### src/logic/trap_panel_pkg.sv
package trap_panel_pkg;

    // status word uses msb-first bit numbering; indexes below are vector positions
    localparam int unsigned ST_PRIV_IDX   = 8;          // status bit 7
    localparam logic [15:0] ST_RETURN_WITH_WORKSPACE_KEEP  = 16'h018f;   // status bits 7, 8, 12..15
    localparam logic [3:0]  MASK_ZERO     = 4'h0;
    localparam logic [3:0]  LEVEL_ERR     = 4'h2;
    localparam logic [3:0]  LEVEL_RTC_LO  = 4'h5;
    localparam logic [3:0]  LEVEL_RTC_HI  = 4'hf;
    localparam logic [15:0] LOAD_VECTOR   = 16'hfffc;

    // cru bit addresses
    localparam logic [11:0] CRU_PRIV_MIN  = 12'he00;
    localparam logic [11:0] PANEL_BASE    = 12'hff0;    // base 1fe0 as a bit address
    localparam logic [3:0]  PANEL_RUN     = 4'ha;
    localparam logic [3:0]  PANEL_FAULT   = 4'hb;
    localparam logic [3:0]  PANEL_MEMCLR  = 4'hc;
    localparam logic [3:0]  PANEL_STEP    = 4'he;
    localparam logic [1:0]  STEP_DELAY    = 2'h2;

    // register bus
    localparam logic [3:0]  REG_STATUS    = 4'h0;
    localparam logic [3:0]  REG_CONFIG    = 4'h4;

    typedef enum logic [1:0] {
        RTC_ROUTE_NONE,
        RTC_ROUTE_LVL5,
        RTC_ROUTE_LVL15
    } rtc_route_t;

    typedef enum logic [3:0] {
        CLS_OTHER,
        CLS_LOAD_MASK_IMMEDIATE,
        CLS_LOAD_MAP_FILE,
        CLS_LONG_DISTANCE_SOURCE,
        CLS_LONG_DISTANCE_DESTINATION,
        CLS_LOAD_RESTART_INSTR,
        CLS_RESET_INSTR,
        CLS_RTC_ENABLE_INSTR,
        CLS_RTC_DISABLE_INSTR,
        CLS_IDLE,
        CLS_CONTEXT_RETURN_INSTR,
        CLS_RETURN_WITH_WORKSPACE,
        CLS_ILLEGAL
    } instr_class_t;

endpackage
### src/logic/cru_store_if.sv
`timescale 1ns/1ps
interface cru_store_if;
    logic        start;
    logic [3:0]  count;
    logic        bit_stb;
    logic        bit_val;
    logic [15:0] data;
    logic        byte_mode;
    logic        done;

    modport ctrl   (output start, count, bit_stb, bit_val, input data, byte_mode, done);
    modport packer (input start, count, bit_stb, bit_val, output data, byte_mode, done);
endinterface

### src/logic/cru_store_packer.sv
`timescale 1ns/1ps
module cru_store_packer
(
    input  wire logic  clk,
    input  wire logic  rst_n,
    cru_store_if.packer sif
);
    typedef enum logic {PK_IDLE, PK_SHIFT} pk_state_t;

    typedef struct packed {
        pk_state_t   st;
        logic [4:0]  left;
        logic [3:0]  idx;
        logic [15:0] data;
        logic        byte_mode;
        logic        done;
    } pk_t;

    pk_t pk_ff;
    pk_t nxt_pk;

    always_comb
    begin
        nxt_pk      = pk_ff;
        nxt_pk.done = 1'b0;
        case (pk_ff.st)
            PK_IDLE:
            begin
                if (sif.start)
                begin
                    // count of zero means a full 16-bit field
                    nxt_pk.left      = (sif.count == 4'h0) ? 5'h10 : {1'b0, sif.count};
                    nxt_pk.idx       = 4'h0;
                    nxt_pk.data      = 16'h0000;
                    nxt_pk.byte_mode = (sif.count != 4'h0) && (sif.count <= 4'h8);
                    nxt_pk.st        = PK_SHIFT;
                end
            end
            PK_SHIFT:
            begin
                if (sif.bit_stb)
                begin
                    nxt_pk.data[pk_ff.idx] = sif.bit_val;
                    nxt_pk.idx             = pk_ff.idx + 4'h1;
                    nxt_pk.left            = pk_ff.left - 5'h01;
                    if (pk_ff.left == 5'h01)
                    begin
                        nxt_pk.done = 1'b1;
                        nxt_pk.st   = PK_IDLE;
                    end
                end
            end
            default:
            begin
                nxt_pk.st = PK_IDLE;
            end
        endcase
    end

    always_ff @(posedge clk or negedge rst_n)
    begin
        if (!rst_n)
        begin
            pk_ff <= '{st: PK_IDLE, left: 5'h00, idx: 4'h0, data: 16'h0000, byte_mode: 1'b0, done: 1'b0};
        end
        else
        begin
            pk_ff <= nxt_pk;
        end
    end

    assign sif.data      = pk_ff.data;
    assign sif.byte_mode = pk_ff.byte_mode;
    assign sif.done      = pk_ff.done;
endmodule

### src/logic/trap_panel_ctrl.sv
`timescale 1ns/1ps
module trap_panel_ctrl
#(
    parameter logic [1:0] RTC_ROUTE_RST = 2'h2
)
(
    input  wire logic        clk,
    input  wire logic        rst_n,
    input  wire logic        io_reset,
    input  wire logic        restart_req_n,
    input  wire logic        line_freq,
    input  wire logic        idle_n,
    input  wire logic        mem_error,
    input  wire logic [15:0] status_word,
    input  wire logic        fetch_stb,
    input  wire logic [3:0]  instr_class,
    input  wire logic        instr_end,
    input  wire logic        trap_ack,
    input  wire logic [3:0]  trap_level,
    input  wire logic        return_with_workspace_stb,
    input  wire logic [15:0] return_with_workspace_w15,
    input  wire logic        int_pres,
    input  wire logic [3:0]  int_level,
    input  wire logic        cru_out_stb,
    input  wire logic [11:0] cru_addr,
    input  wire logic        cru_bit_out,
    input  wire logic        cru_store_to_memory_start,
    input  wire logic [3:0]  cru_store_to_memory_count,
    input  wire logic        cru_in_stb,
    input  wire logic        cru_in_bit,
    input  wire logic        wb_cyc_i,
    input  wire logic        wb_stb_i,
    input  wire logic        wb_we_i,
    input  wire logic [3:0]  wb_adr_i,
    input  wire logic [3:0]  wb_sel_i,
    input  wire logic [31:0] wb_dat_i,
    output logic [31:0]      wb_dat_o,
    output logic             wb_ack_o,
    output logic             load_trap,
    output logic [15:0]      trap_vector,
    output logic             st_load_stb,
    output logic [15:0]      st_load_val,
    output logic             priv_error,
    output logic             err_int_req,
    output logic             rtc_int_req,
    output logic [3:0]       rtc_int_level,
    output logic             int_accept,
    output logic             fault_lamp,
    output logic             run_lamp,
    output logic             power_lamp,
    output logic             idle_lamp_n,
    output logic [15:0]      store_data,
    output logic             store_byte,
    output logic             store_done
);
    generate
        if (RTC_ROUTE_RST > 2'h2)
        begin : g_bad_route
            $error("RTC_ROUTE_RST must be 0, 1 or 2");
        end
    endgenerate

    typedef struct packed {
        logic        rs1;
        logic        rs2;
        logic        rs_prev;
        logic        load_pend;
        logic        line_prev;
        logic        rtc_en;
        logic        rtc_pend;
        logic        rtc_req;
        logic [3:0]  rtc_lvl;
        logic [1:0]  route;
        logic        fault;
        logic        run;
        logic        err_pend;
        logic        mem_err;
        logic        err_req;
        logic [1:0]  step_cnt;
        logic        load_trap;
        logic [15:0] vec;
        logic        st_stb;
        logic [15:0] st_val;
        logic        priv_err;
        logic        accept;
        logic        power;
        logic        idle_n;
        logic        ack;
        logic [31:0] dat;
    } ctl_t;

    localparam ctl_t CTL_RST = '{
        rs1: 1'b1, rs2: 1'b1, rs_prev: 1'b1, load_pend: 1'b0, line_prev: 1'b0,
        rtc_en: 1'b0, rtc_pend: 1'b0, rtc_req: 1'b0, rtc_lvl: 4'h0, route: RTC_ROUTE_RST,
        fault: 1'b1, run: 1'b1, err_pend: 1'b0, mem_err: 1'b0, err_req: 1'b0,
        step_cnt: 2'h0, load_trap: 1'b0, vec: 16'h0000, st_stb: 1'b0, st_val: 16'h0000,
        priv_err: 1'b0, accept: 1'b0, power: 1'b0, idle_n: 1'b1, ack: 1'b0, dat: 32'h0000_0000};

    ctl_t c_ff;
    ctl_t nxt_c;

    cru_store_if sif ();

    cru_store_packer u_packer
    (
        .clk   (clk),
        .rst_n (rst_n),
        .sif   (sif)
    );

    assign sif.start   = cru_store_to_memory_start;
    assign sif.count   = cru_store_to_memory_count;
    assign sif.bit_stb = cru_in_stb;
    assign sif.bit_val = cru_in_bit;

    function automatic logic is_privileged(input logic [3:0] cls);
        case (cls)
            trap_panel_pkg::CLS_LOAD_MASK_IMMEDIATE,
            trap_panel_pkg::CLS_LOAD_MAP_FILE,
            trap_panel_pkg::CLS_LONG_DISTANCE_SOURCE,
            trap_panel_pkg::CLS_LONG_DISTANCE_DESTINATION,
            trap_panel_pkg::CLS_LOAD_RESTART_INSTR,
            trap_panel_pkg::CLS_RESET_INSTR,
            trap_panel_pkg::CLS_RTC_ENABLE_INSTR,
            trap_panel_pkg::CLS_RTC_DISABLE_INSTR,
            trap_panel_pkg::CLS_IDLE,
            trap_panel_pkg::CLS_CONTEXT_RETURN_INSTR: is_privileged = 1'b1;
            default:                                  is_privileged = 1'b0;
        endcase
    endfunction

    logic user_mode;
    logic restart_evt;
    logic fetch_ok;
    logic err_evt;
    logic cru_blocked;
    logic panel_hit;
    logic step_fire;
    logic wb_req;

    always_comb
    begin
        nxt_c          = c_ff;
        nxt_c.load_trap = 1'b0;
        nxt_c.st_stb   = 1'b0;
        nxt_c.priv_err = 1'b0;
        nxt_c.ack      = 1'b0;
        step_fire      = 1'b0;

        // only rs2 and its delayed copy rs_prev are looked at; rs1 is the metastability stage
        nxt_c.rs1     = restart_req_n;
        nxt_c.rs2     = c_ff.rs1;
        nxt_c.rs_prev = c_ff.rs2;
        restart_evt   = c_ff.rs_prev & ~c_ff.rs2;

        user_mode = status_word[trap_panel_pkg::ST_PRIV_IDX];
        fetch_ok  = fetch_stb && (instr_class != trap_panel_pkg::CLS_ILLEGAL)
                    && !(user_mode && is_privileged(instr_class));
        err_evt   = fetch_stb && !fetch_ok;

        // privileged cru writes from user mode are dropped as well as trapped
        cru_blocked = cru_out_stb && (cru_addr >= trap_panel_pkg::CRU_PRIV_MIN) && user_mode;
        panel_hit   = cru_out_stb && !cru_blocked
                      && (cru_addr[11:4] == trap_panel_pkg::PANEL_BASE[11:4]);
        err_evt     = err_evt || cru_blocked;
        nxt_c.priv_err = err_evt;

        // clock enable and clear; a line edge in the same cycle still sets
        if (fetch_ok && instr_class == trap_panel_pkg::CLS_RTC_ENABLE_INSTR)
        begin
            nxt_c.rtc_en = 1'b1;
        end
        if (fetch_ok && instr_class == trap_panel_pkg::CLS_RTC_DISABLE_INSTR)
        begin
            nxt_c.rtc_en   = 1'b0;
            nxt_c.rtc_pend = 1'b0;
        end
        nxt_c.line_prev = line_freq;
        if (line_freq && !c_ff.line_prev)
        begin
            nxt_c.rtc_pend = 1'b1;
        end
        case (c_ff.route)
            trap_panel_pkg::RTC_ROUTE_LVL5:  nxt_c.rtc_lvl = trap_panel_pkg::LEVEL_RTC_LO;
            trap_panel_pkg::RTC_ROUTE_LVL15: nxt_c.rtc_lvl = trap_panel_pkg::LEVEL_RTC_HI;
            default:         nxt_c.rtc_lvl = trap_panel_pkg::MASK_ZERO;
        endcase
        nxt_c.rtc_req = c_ff.rtc_en && c_ff.rtc_pend && (nxt_c.rtc_lvl != trap_panel_pkg::MASK_ZERO);

        // single-step countdown on instruction ends
        if (instr_end && c_ff.step_cnt != 2'h0)
        begin
            nxt_c.step_cnt = c_ff.step_cnt - 2'h1;
            step_fire      = (c_ff.step_cnt == 2'h1);
        end

        // panel cru bits
        if (panel_hit)
        begin
            case (cru_addr[3:0])
                trap_panel_pkg::PANEL_FAULT:  nxt_c.fault = cru_bit_out;
                trap_panel_pkg::PANEL_RUN:    nxt_c.run = 1'b1;
                trap_panel_pkg::PANEL_MEMCLR: nxt_c.mem_err = 1'b0;
                trap_panel_pkg::PANEL_STEP:
                begin
                    nxt_c.step_cnt = trap_panel_pkg::STEP_DELAY;
                    nxt_c.run      = 1'b0;
                end
                default: nxt_c.fault = nxt_c.fault;
            endcase
        end
        if (io_reset)
        begin
            nxt_c.fault = 1'b0;
        end
        if (!c_ff.rs2)
        begin
            nxt_c.run = 1'b0;
        end
        if (mem_error)
        begin
            nxt_c.mem_err = 1'b1;
        end

        // load trap at the instruction boundary, mask ignored
        if (instr_end && (c_ff.load_pend || step_fire))
        begin
            nxt_c.load_trap = 1'b1;
            nxt_c.load_pend = 1'b0;
            nxt_c.vec       = trap_panel_pkg::LOAD_VECTOR;
        end
        if (restart_evt || (fetch_ok && instr_class == trap_panel_pkg::CLS_LOAD_RESTART_INSTR))
        begin
            nxt_c.load_pend = 1'b1;
        end

        // new status word: load trap, other traps, then return
        if (nxt_c.load_trap)
        begin
            nxt_c.st_stb   = 1'b1;
            nxt_c.st_val   = {status_word[15:4], trap_panel_pkg::MASK_ZERO};
            nxt_c.st_val[trap_panel_pkg::ST_PRIV_IDX] = 1'b0;
        end
        else if (trap_ack)
        begin
            nxt_c.st_stb = 1'b1;
            nxt_c.st_val = {status_word[15:4],
                            (trap_level == 4'h0) ? trap_panel_pkg::MASK_ZERO : trap_level - 4'h1};
            nxt_c.st_val[trap_panel_pkg::ST_PRIV_IDX] = 1'b0;
        end
        else if (return_with_workspace_stb)
        begin
            nxt_c.st_stb = 1'b1;
            nxt_c.st_val = user_mode ? ((return_with_workspace_w15 & ~trap_panel_pkg::ST_RETURN_WITH_WORKSPACE_KEEP)
                                        | (status_word & trap_panel_pkg::ST_RETURN_WITH_WORKSPACE_KEEP))
                                     : return_with_workspace_w15;
        end
        if (trap_ack && trap_level == trap_panel_pkg::LEVEL_ERR)
        begin
            nxt_c.err_pend = 1'b0;
        end
        if (err_evt)
        begin
            nxt_c.err_pend = 1'b1;
        end
        nxt_c.err_req = c_ff.err_pend || c_ff.mem_err;
        nxt_c.accept  = int_pres && (int_level <= status_word[3:0]);
        nxt_c.power   = 1'b1;
        nxt_c.idle_n  = idle_n;

        // wishbone slave, one wait state, unmapped reads zero
        wb_req = wb_cyc_i && wb_stb_i && !c_ff.ack;
        if (wb_req)
        begin
            nxt_c.ack = 1'b1;
            if (wb_we_i && wb_sel_i[0] && wb_adr_i == trap_panel_pkg::REG_CONFIG)
            begin
                nxt_c.route = wb_dat_i[1:0];
            end
            case (wb_adr_i)
                trap_panel_pkg::REG_STATUS:
                    nxt_c.dat = {22'h000000, c_ff.step_cnt, c_ff.load_pend, c_ff.mem_err,
                                 c_ff.err_pend, c_ff.rtc_pend, c_ff.rtc_en, c_ff.run, c_ff.fault, c_ff.power};
                trap_panel_pkg::REG_CONFIG:
                    nxt_c.dat = {30'h00000000, c_ff.route};
                default:
                    nxt_c.dat = 32'h0000_0000;
            endcase
        end
    end

    always_ff @(posedge clk or negedge rst_n)
    begin
        if (!rst_n)
        begin
            c_ff <= CTL_RST;
        end
        else
        begin
            c_ff <= nxt_c;
        end
    end

    assign wb_dat_o      = c_ff.dat;
    assign wb_ack_o      = c_ff.ack;
    assign load_trap     = c_ff.load_trap;
    assign trap_vector   = c_ff.vec;
    assign st_load_stb   = c_ff.st_stb;
    assign st_load_val   = c_ff.st_val;
    assign priv_error    = c_ff.priv_err;
    assign err_int_req   = c_ff.err_req;
    assign rtc_int_req   = c_ff.rtc_req;
    assign rtc_int_level = c_ff.rtc_lvl;
    assign int_accept    = c_ff.accept;
    assign fault_lamp    = c_ff.fault;
    assign run_lamp      = c_ff.run;
    assign power_lamp    = c_ff.power;
    assign idle_lamp_n   = c_ff.idle_n;
    assign store_data    = sif.data;
    assign store_byte    = sif.byte_mode;
    assign store_done    = sif.done;
endmodule

### config.mk
export PLATFORM = sky130hd
export DESIGN_NAME = trap_panel_ctrl
export DESIGN_NICKNAME = d
export VERILOG_FILES = /design/src/logic/trap_panel_pkg.sv /design/src/logic/cru_store_if.sv /design/src/logic/cru_store_packer.sv /design/src/logic/trap_panel_ctrl.sv
export SDC_FILE = /design/constraint.sdc
export NUM_CORES = 1
export LEC_CHECK = 0
export ABC_AREA = 1
export BUFFER_PORTS_ARGS = -buffer_cell sky130_fd_sc_hd__buf_2
export CORE_UTILIZATION = 40
export CTS_BUF_LIST = sky130_fd_sc_hd__clkbuf_4 sky130_fd_sc_hd__clkbuf_8
export CTS_CLUSTER_DIAMETER = 50
export DETAILED_ROUTE_END_ITERATION = 7
export PLACE_DENSITY = 0.73
export SLEW_MARGIN = 10
export SYNTH_ARGS = -nofsm -noshare
export SYNTH_HDL_FRONTEND = slang
export SYNTH_SLANG_ARGS = --single-unit
### constraint.sdc
create_clock -name clk -period 1.5 [get_ports clk]
set_input_delay 0.075 -clock clk [delete_from_list [all_inputs] [get_ports clk]]
set_output_delay 0.075 -clock clk [all_outputs]
set_load 0.02 [all_outputs]
---- After elaboration in Yosys (flattened, before gate mapping) ----
Memories as Yosys holds them, arrays and structs flattened.
Cells that the tools add are included.
cells by class
  bitwise operators ....................... 4
  magnitude comparators ................... 5
  equal/unequal tests ..................... 19
  mux-type cells .......................... 39
  add/sub/neg operators ................... 4
  reductions and logical operators ........ 54
operators with widths
  kind                                                       number
  two-way mux 17 bit                                         4
  case mux 26 bit (2 select lines)                           1
  two-way mux 33 bit                                         1
  two-way mux 27 bit                                         1
  two-way mux 26 bit                                         1
  logical AND 1 bit                                          24
  equality test 4 bit, second input constant                 5
  case mux 10 bit (2 select lines)                           1
  two-way mux 1 bit                                          18
  nonzero test 2 bit                                         9
  bitwise mux 16 bit                                         1
  two-way mux 16 bit                                         1
  bitwise OR 16 x 9 -> 16 bit                                1
  equality test 4 x 3 -> 1 bit, second input constant        3
  greater-or-equal comparator 12 bit, second input constant  1
  logical NOT 4 bit                                          3
  AND reduction 2 bit                                        6
  two-way mux 2 bit                                          5
  equality test 8 bit, second input constant                 1
  case mux 4 bit (2 select lines)                            1
  nonzero test 4 bit                                         2
  equality test 5 x 1 -> 1 bit, second input constant        1
  logical NOT 1 bit                                          5
  < comparator 4 x 5 -> 1 bit, second input constant         1
  other kinds (22)                                           28
word-level totals
  memory bits (read-only) ................. 16
  bits of input ports ..................... 120
  output and inout bits ................... 97
  memories kept ........................... 1
  register bits after elaboration ......... 105
  logic and storage cells ................. 158
memories
  name             words  width  read ports  clocked after Yosys merged registers in  wr ports  line                    text
  (no name shown)  16     1      1           0                                        0         trap_panel_ctrl.sv:117  case (cls)

---- Logic depth before layout (Yosys ltp) ----
Gate-level depths: netlist of the first run.
  word-level depth ........................ 8
  mapped depth ............................ 11
  gate-level depth less buffers ........... 10

---- Hierarchy ----
Synthesis of the first run repeated with hierarchy kept, for this count alone.
second synthesis, totals
  cell total of the unflattened synthesis .. 596
  area total of the unflattened synthesis .. 4,782.1 um^2
by module, submodules not included
  module            area each (um^2)  cells an instance  sequential area each (um^2)  times used
  trap_panel_ctrl   3,153.0           379                1,335.0                      1
  cru_store_packer  1,629.1           217                700.7                        1

---- Least setup slack after synthesis of the first run ----
Ideal clock, no wire load.
  kind .................................... register -> register
  from .................................... register c_ff[71] (netlist bit)
  to ...................................... register c_ff, in the netlist st_load_val[6]
  slack ................................... 129 ps
  period minus slack after synthesis ...... 1,371 ps
  stages on the path, launching flop included .. 10
  required time ........................... 1,379 ps
  data arrival time ....................... 1,250 ps
  library setup time ...................... 121 ps
  path buffers ............................ 1
  cells stage by stage .................... dfrtp_1 inv_1 ha_1 inv_1 nand2_1 nand2_2 nand2_4 buf_2 a21oi_1 o21ai_2
between the ends
  longest elaborated chain between the ends .. 7
  elaborated cells between the ends (all ways) .. 9
  classes of those cells .................. eq/ne (1); mux (3); reduce/logical (5)
ends and longest elaborated chain
  element                                                                    line                    text
  start, declared                                                            trap_panel_ctrl.sv:99   ctl_t c_ff;
  start signal, assigned                                                     trap_panel_ctrl.sv:300  c_ff <= nxt_c;
  nonzero test 2 bit                                                         trap_panel_ctrl.sv:191  if (instr_end && c_ff.step_cnt != 2'h0)
  logical AND 1 bit                                                          trap_panel_ctrl.sv:191
  two-way mux 1 bit (*)                                                      trap_panel_ctrl.sv:191
  logical OR 1 bit (*)                                                       trap_panel_ctrl.sv:226  if (instr_end && (c_ff.load_pend || step_fire))
  logical AND 1 bit (*)                                                      trap_panel_ctrl.sv:226
  two-way mux 17 bit (*)                                                     trap_panel_ctrl.sv:226
  nonzero test 3 bit (no line) / two-way mux 17 bit (equally long branches)  -
Every way passes the cells marked *; elsewhere a longest branch is shown, timed or not.
A chain may end at the register's enable or synchronous reset.

---- Final worst setup path of the first run ----
  from .................................... register c_ff[72] (netlist bit)
  to ...................................... register c_ff, in the netlist st_load_val[12]
The elaborated chain is that of the path after synthesis.

==> impl_metrics.env, run 1 <==
export IMPL_post_drt_wl_per_cell_um=12.0
export IMPL_ys_types=39
export IMPL_switching_share_pct=37.8
export IMPL_fp_dieH_um=110
export IMPL_cp_arrival_ns=1.74
export IMPL_setup_tns_ns=0
export IMPL_r2r_cells=10
export IMPL_place_gp_congestion=0.805
export IMPL_grt_antenna_before_repair=0
export IMPL_clkLatencyLatePin_ns=0.35
export IMPL_postRouteAntennaNets=0
export IMPL_power_switching_mw=2.85
export IMPL_routed_via_density=4.59
export IMPL_clk_path_buf_depth=2
export IMPL_fp_row_count=39
export IMPL_htreeDepth=3
export IMPL_setup_slack_ns=0.0395
export IMPL_syn_area_per_cell_um2=8.30
export IMPL_seqPwrFrac_pct=39.7
export IMPL_cts_sinks=81
export IMPL_setup_viol=0
export IMPL_grt_max_degree=82
export IMPL_start_util_pct=41.1
export IMPL_cts_tree="done"
export IMPL_core_area_um2=11400
export IMPL_multiInputGateArea_um2=1870
export IMPL_syn_to_final_growth_pct=23.7
export IMPL_required_ns=1.78
export IMPL_syn_cell_area_um2=4700
export IMPL_seq_area_um2=2040
export IMPL_critPathLaunchType="flop"
export IMPL_pwr_share_comb_pct=36.9
export IMPL_p_leak_nw=3.01
export IMPL_ys_ff_latch=81
export IMPL_cts_root_buf="clkbuf_8"
export IMPL_worst_path_max_fanout=8
export IMPL_dr_pass1_iters=4
export IMPL_hpwlAfterDp_um=7120
export IMPL_num_vias=3949
export IMPL_power_frac_clock_pct=23.5
export IMPL_nNetsFinal=846
export IMPL_grt_first_pass_wirelength_um=16800
export IMPL_yosys_warnings=0
export IMPL_die_area_um2=12200
export IMPL_post_route_cell_area_um2=5810
export IMPL_fp_dieW_um=110
export IMPL_critPathKind="flop to flop"
export IMPL_rsz0062_at_grt="true"
export IMPL_gr_total_overflow=0
export IMPL_final_common_cell="buf_2"
export IMPL_hold_viol_final=0
export IMPL_wirelength_um=10300
export IMPL_met1_usage_pct=21.7
export IMPL_top_usage_layer="met2"
export IMPL_diodes=0
export IMPL_grt_use_met3_pct=3.88
export IMPL_io_pin_count=217
export IMPL_mostFrequentLayoutCells="158 x buf_2, 123 x nand2_1, 74 x dfrtp_1"
export IMPL_status="finished clean"
export IMPL_port_buffers=159
export IMPL_drive_gt1_share_pct=33.0
export IMPL_clk_pin_slew_worst_paths_ns=0.08
export IMPL_grt_usage_pct=17.6
export IMPL_grt_pass1_vias=3775
export IMPL_placed_cell_area_um2=5090
export IMPL_remaining_drc_errors=0
export IMPL_fin_skew_ns=0.00828
export IMPL_hold_class="input port to flop"
export IMPL_slew_viol_final=0
export IMPL_timing_fmax_mhz=685
export IMPL_seq_area_frac_synth_pct=43.4
export IMPL_min_period_over_period_pct=97.4
export IMPL_finalCriticalPeriod_ns=1.46
export IMPL_syn_inst=566
export IMPL_cp_end_kind="flop"
export IMPL_max_cap_violations=0
export IMPL_hold_depth=3
export IMPL_met2_usage_pct=30.3
export IMPL_final_util_pct=50.9
export IMPL_p_int_mw=4.68
export IMPL_power_density_nw_per_um2=1300
export IMPL_fillers=1108
export IMPL_place_ws_ns=0.00838
export IMPL_numCtsBuffers=9
export IMPL_peakVddDrop_mv=0.787
export IMPL_drt_iter0_drc=192
export IMPL_fin_hold_ws_ns=0.00760
flip-flops by register name, indices dropped and copies added (netlist names), 2 cells and up:
register	cells
wb_dat_o	10
st_load_val	16
u_packer.pk_ff	10
u_packer.sif.data	16
rtc_int_level	2
c_ff	13
kinds of logic after synthesis:
logic type	after synthesis	synth area share, %
AO/OA/AOI/OAI	95	11.8
adder cells (fa/ha/maj)	13	3.46
AND/OR/NAND/NOR	220	20.6
flip-flops	81	43.4
buffers and inverters	153	20.3
XOR/XNOR	2	0.373
other	2	0.160
per-layer routing:
| layer | vias up | part of all wire (%) |
|---|---|---|
| li1 | 2012 | - |
| met1 | 1793 | 44 |
| met2 | 133 | 48 |
| met3 | 11 | 5.8 |
| met4 | 0 | 1.3 |
| met5 | - | 0 |
cell usage after synthesis, drive strengths merged:
cell type / n / share of area [%]
clkinv: 1 / 0.11
dfrtp: 74 / 39
nor3: 3 / 0.43
conb: 2 / 0.16
ha: 13 / 3.5
nor3b: 1 / 0.16
dfstp: 7 / 3.9
o22ai: 15 / 2.0
nand3: 23 / 2.6
a21boi: 2 / 0.32
o21bai: 1 / 0.16
buf: 95 / 16
clkbuf: 2 / 0.16
o221ai: 1 / 0.19
nor2: 53 / 5.2
inv: 55 / 4.4
nand4: 5 / 0.67
a21oi: 28 / 3.0
o31ai: 9 / 1.5
or2: 4 / 0.53
o211ai: 5 / 0.80
a31oi: 1 / 0.13
o21ai: 31 / 3.4
a22oi: 2 / 0.32
nand2: 131 / 11
xor2: 2 / 0.37
layout make-up:
type | count | share of cell area (%)
clock inverter | 7 | 1.59
sequential | 81 | 35.1
timing repair buffer | 209 | 22.3
tap | 143 | 3.08
clock buffer | 9 | 2.13
multi-input combinational | 356 | 32.2
inverter | 56 | 3.64
power by group through the flow:
stage,Sequential [mW],Combinational (mW),Clock [mW]
6_report,2.99,2.78,1.77
5_1_grt,3.06,3.13,1.91
4_1_cts,2.98,2.63,1.82
3_5_place_dp,3.02,2.52,0
3_3_place_gp,3.01,2.49,0
2_1_floorplan,3.01,2.14,0
worst paths after layout:
kind,slack (ns),start,end
worst min register to register,0.36,c_ff[91],c_ff[90]
worst max register to register,0.04,c_ff[72],st_load_val[12]
max in group asynchronous,0.87,rst_n,idle_lamp_n
min in group asynchronous,0.28,rst_n,wb_dat_o[0]
worst max-delay path,0.04,c_ff[72],st_load_val[12]
worst min-delay path,0.008,return_with_workspace_w15[4],st_load_val[4]
timing repair:
item | 4_1_cts | 5_1_grt
gates resized for setup | 1 | 22
setup endpoints to repair | 2 | 18
pin swaps | 0 | 11
gates cloned | 0 | 1
hold buffers | 38 | 0
endpoints found under the hold margin | 103 | 0
setup buffers | 1 | 3
worst max-delay path: stages (launching register included):
cell and delay, ns:
dfrtp_1 0.39, inv_2 0.10, ha_4 0.14, inv_2 0.03
nand2_2 0.05, nand2_2 0.06, nand2_4 0.13, nand2_8 0.09
nor2_4 0.23, nand2_1 0.08, o21ai_1 0.07
per-stage QoR:
stage | cells | total power [mW]
2_1_floorplan | 589 | 5.14
3_3_place_gp | 802 | 5.50
3_5_place_dp | 802 | 5.54
4_1_cts | 857 | 7.43
5_1_grt | 861 | 8.11
6_report | 861 | 7.53
(Power assumes the default switching activity.)
==> run 2: changes to the inputs <==
--- a/config.mk
+++ b/config.mk
@@ -7,10 +7,12 @@
 export LEC_CHECK = 0
 export ABC_AREA = 1
 export BUFFER_PORTS_ARGS = -buffer_cell sky130_fd_sc_hd__buf_2
+export CORE_ASPECT_RATIO = 0.75
 export CORE_UTILIZATION = 40
 export CTS_BUF_LIST = sky130_fd_sc_hd__clkbuf_4 sky130_fd_sc_hd__clkbuf_8
 export CTS_CLUSTER_DIAMETER = 50
 export DETAILED_ROUTE_END_ITERATION = 7
+export MAX_ROUTING_LAYER = met4
 export PLACE_DENSITY = 0.73
 export SLEW_MARGIN = 10
 export SYNTH_ARGS = -nofsm -noshare
==> run 2 against run 1 <==
Utilization is 0.67 points higher. Clock power is 4% lower. Register-to-register slack worse by 0.02 ns. Largest cell class unchanged. Critical endpoint is now st_load_val[10]. Clock skew is 0.00091 ns lower. Maximum frequency is 1.1% lower. Global-route usage is 1.4 points higher. Count of clock-buffer cells in the layout is 1 higher. Sequential power hardly changed. Final cell count is 1.4% higher. Hold slack worse by 0.00083 ns. Critical path type unchanged.
==> impl_metrics.env, run 2 (synthesis results as in run 1) <==
export IMPL_min_period_over_period_pct=98.4
export IMPL_postRouteAntennaNets=0
export IMPL_setup_slack_ns=0.0235
export IMPL_fillers=1054
export IMPL_cp_arrival_ns=1.76
export IMPL_p_leak_nw=2.99
export IMPL_drt_iter0_drc=161
export IMPL_crit_path_max_incr_delay_ns=0.42
export IMPL_clkLatencyLatePin_ns=0.36
export IMPL_final_common_cell="buf_2"
export IMPL_clk_path_buf_depth=2
export IMPL_hold_class="input port to flop"
export IMPL_place_ws_ns=-0.0347
export IMPL_setup_viol=0
export IMPL_slowest_stage="dfrtp_1"
export IMPL_fin_skew_ns=0.00738
export IMPL_core_area_um2=11200
export IMPL_post_drt_wl_per_cell_um=12.6
export IMPL_timing_fmax_mhz=677
export IMPL_post_route_cell_area_um2=5770
export IMPL_status="finished clean"
export IMPL_clk_pin_slew_worst_paths_ns=0.09
export IMPL_grt_max_degree=82
export IMPL_io_pin_count=217
export IMPL_worst_path_max_fanout=8
export IMPL_remaining_drc_errors=0
export IMPL_die_area_um2=12200
export IMPL_place_gp_congestion=0.837
export IMPL_seq_area_um2=2040
export IMPL_numCtsBuffers=9
export IMPL_peakVddDrop_mv=0.765
export IMPL_grt_antenna_before_repair=1
export IMPL_routed_via_density=4.65
export IMPL_critPathTopFamily="simple AND/OR/NAND/NOR gates"
export IMPL_power_density_nw_per_um2=1290
export IMPL_hpwlAfterDp_um=7740
export IMPL_fp_row_count=33
export IMPL_port_buffers=159
export IMPL_cts_root_buf="clkbuf_8"
export IMPL_critPathLaunchType="flop"
export IMPL_placed_cell_area_um2=5080
export IMPL_cts_sinks=81
export IMPL_slew_viol_final=0
export IMPL_rsz0062_at_grt="true"
export IMPL_finalCriticalPeriod_ns=1.48
export IMPL_max_cap_violations=0
export IMPL_nNetsFinal=843
export IMPL_grt_pass1_vias=3960
export IMPL_hold_viol_final=0
export IMPL_fp_dieW_um=127
export IMPL_htreeDepth=3
export IMPL_crit_chain="inv_2, ha_4, inv_2, nand2_2, nand2_2, nand2_4, nand2_8, nor2_4, nand2_1, o21ai_1"
export IMPL_gr_total_overflow=0
export IMPL_dp_cells=812
export IMPL_cp_end_kind="flop"
export IMPL_start_util_pct=42.0
export IMPL_grt_usage_pct=19.1
export IMPL_mostFrequentLayoutCells="158 x buf_2, 123 x nand2_1, 74 x dfrtp_1"
export IMPL_path_buf_inv=2
export IMPL_critPathKind="flop to flop"
export IMPL_num_vias=4057
export IMPL_drive_gt1_share_pct=31.2
export IMPL_fp_dieH_um=95.8
export IMPL_cts_tree="done"
export IMPL_multiInputGateArea_um2=1830
export IMPL_required_ns=1.78
export IMPL_dr_pass1_iters=4
export IMPL_stdcell_count=873
export IMPL_wirelength_um=11000
export IMPL_grt_first_pass_wirelength_um=17700
export IMPL_syn_to_final_growth_pct=22.8
run 2: cell types whose count changed in the layout (fill, tap and decap cells not counted), sizes merged:
cell	delta
dlygate4sd3	+1
buf	-4
diode	+1
clkinvlp	+2
bufinv	-1
inv	+2
clkinv	-4
clkbuf	+1
run 2: cell type report:
| cell class | count | share of cell area, % |
|---|---|---|
| Clock inverter | 6 | 1.28 |
| Timing Repair Buffer | 206 | 22.2 |
| Sequential cell | 81 | 35.3 |
| Inverter | 56 | 3.67 |
| Tap cell | 157 | 3.41 |
| Antenna cell | 1 | 0.0434 |
| Clock buffer | 10 | 2.39 |
| Multi-Input combinational cell | 356 | 31.7 |
run 2: report_power, final:
| group | total [mW] | internal (mW) | switching [mW] |
|---|---|---|---|
| Clock | 1.70 | 0.838 | 0.867 |
| Combinational | 2.74 | 1.05 | 1.70 |
| Sequential | 3.01 | 2.67 | 0.342 |
| Total | 7.46 | 4.55 | 2.90 |
run 2: worst register-to-register path, stage by stage, from the launching register on:
cell	delay, ns
dfrtp_1	0.42
inv_2	0.09
ha_4	0.12
inv_2	0.03
nand2_2	0.06
nand2_2	0.06
nand2_4	0.11
nand2_8	0.10
nor2_4	0.25
nand2_1	0.09
o21ai_1	0.08
run 2: worst paths after layout:
kind | startpoint | end | slack (ns) | cells after the start
min in group asynchronous | rst_n | u_packer.sif.data[15] | 0.25 | 3
min reg2reg | c_ff[91] | c_ff[90] | 0.36 | 0
max | c_ff[71] | st_load_val[10] | 0.02 | 10
max reg2reg | c_ff[71] | st_load_val[10] | 0.02 | 10
max in group asynchronous | rst_n | run_lamp | 0.81 | 3
min | return_with_workspace_w15[4] | st_load_val[4] | 0.007 | 3
run 2: repair_timing:
item / 4_1_cts / 5_1_grt
setup endpoints to repair: 14 / 18
gates cloned: 1 / 0
gates resized for setup: 2 / 7
setup buffers: 1 / 3
hold buffers: 39 / 0
pin swaps: 2 / 7
hold endpoints to repair: 104 / 0
run 2: per-stage QoR:
stage | power [mW] | hold WS (ns) | TNS [ns] | utilization (%)
floorplan | 5.14 | -0.221 | 0 | -
global placement | 5.44 | 0.137 | 0 | 45.4
detailed placement | 5.55 | 0.148 | -0.110 | 45.4
CTS | 7.42 | 0.00467 | 0 | 51.1
global route | 8.01 | 0.0130 | -0.700 | 51.5
finish | 7.46 | 0.00676 | 0 | 51.5
run 2: metal layers:
| metal | up-vias | GRT usage [%] | part of all wire [%] | routed length, µm |
|---|---|---|---|---|
| met3 | 9 | 4.56 | 5.1 | 563 |
| met4 | 0 | 5.75 | 1.2 | 133 |
| met5 | - | - | 0 | 0 |
| li1 | 2010 | - | - | - |
| met2 | 135 | 34.1 | 50 | 5470 |
| met1 | 1903 | 21.4 | 44 | 4840 |
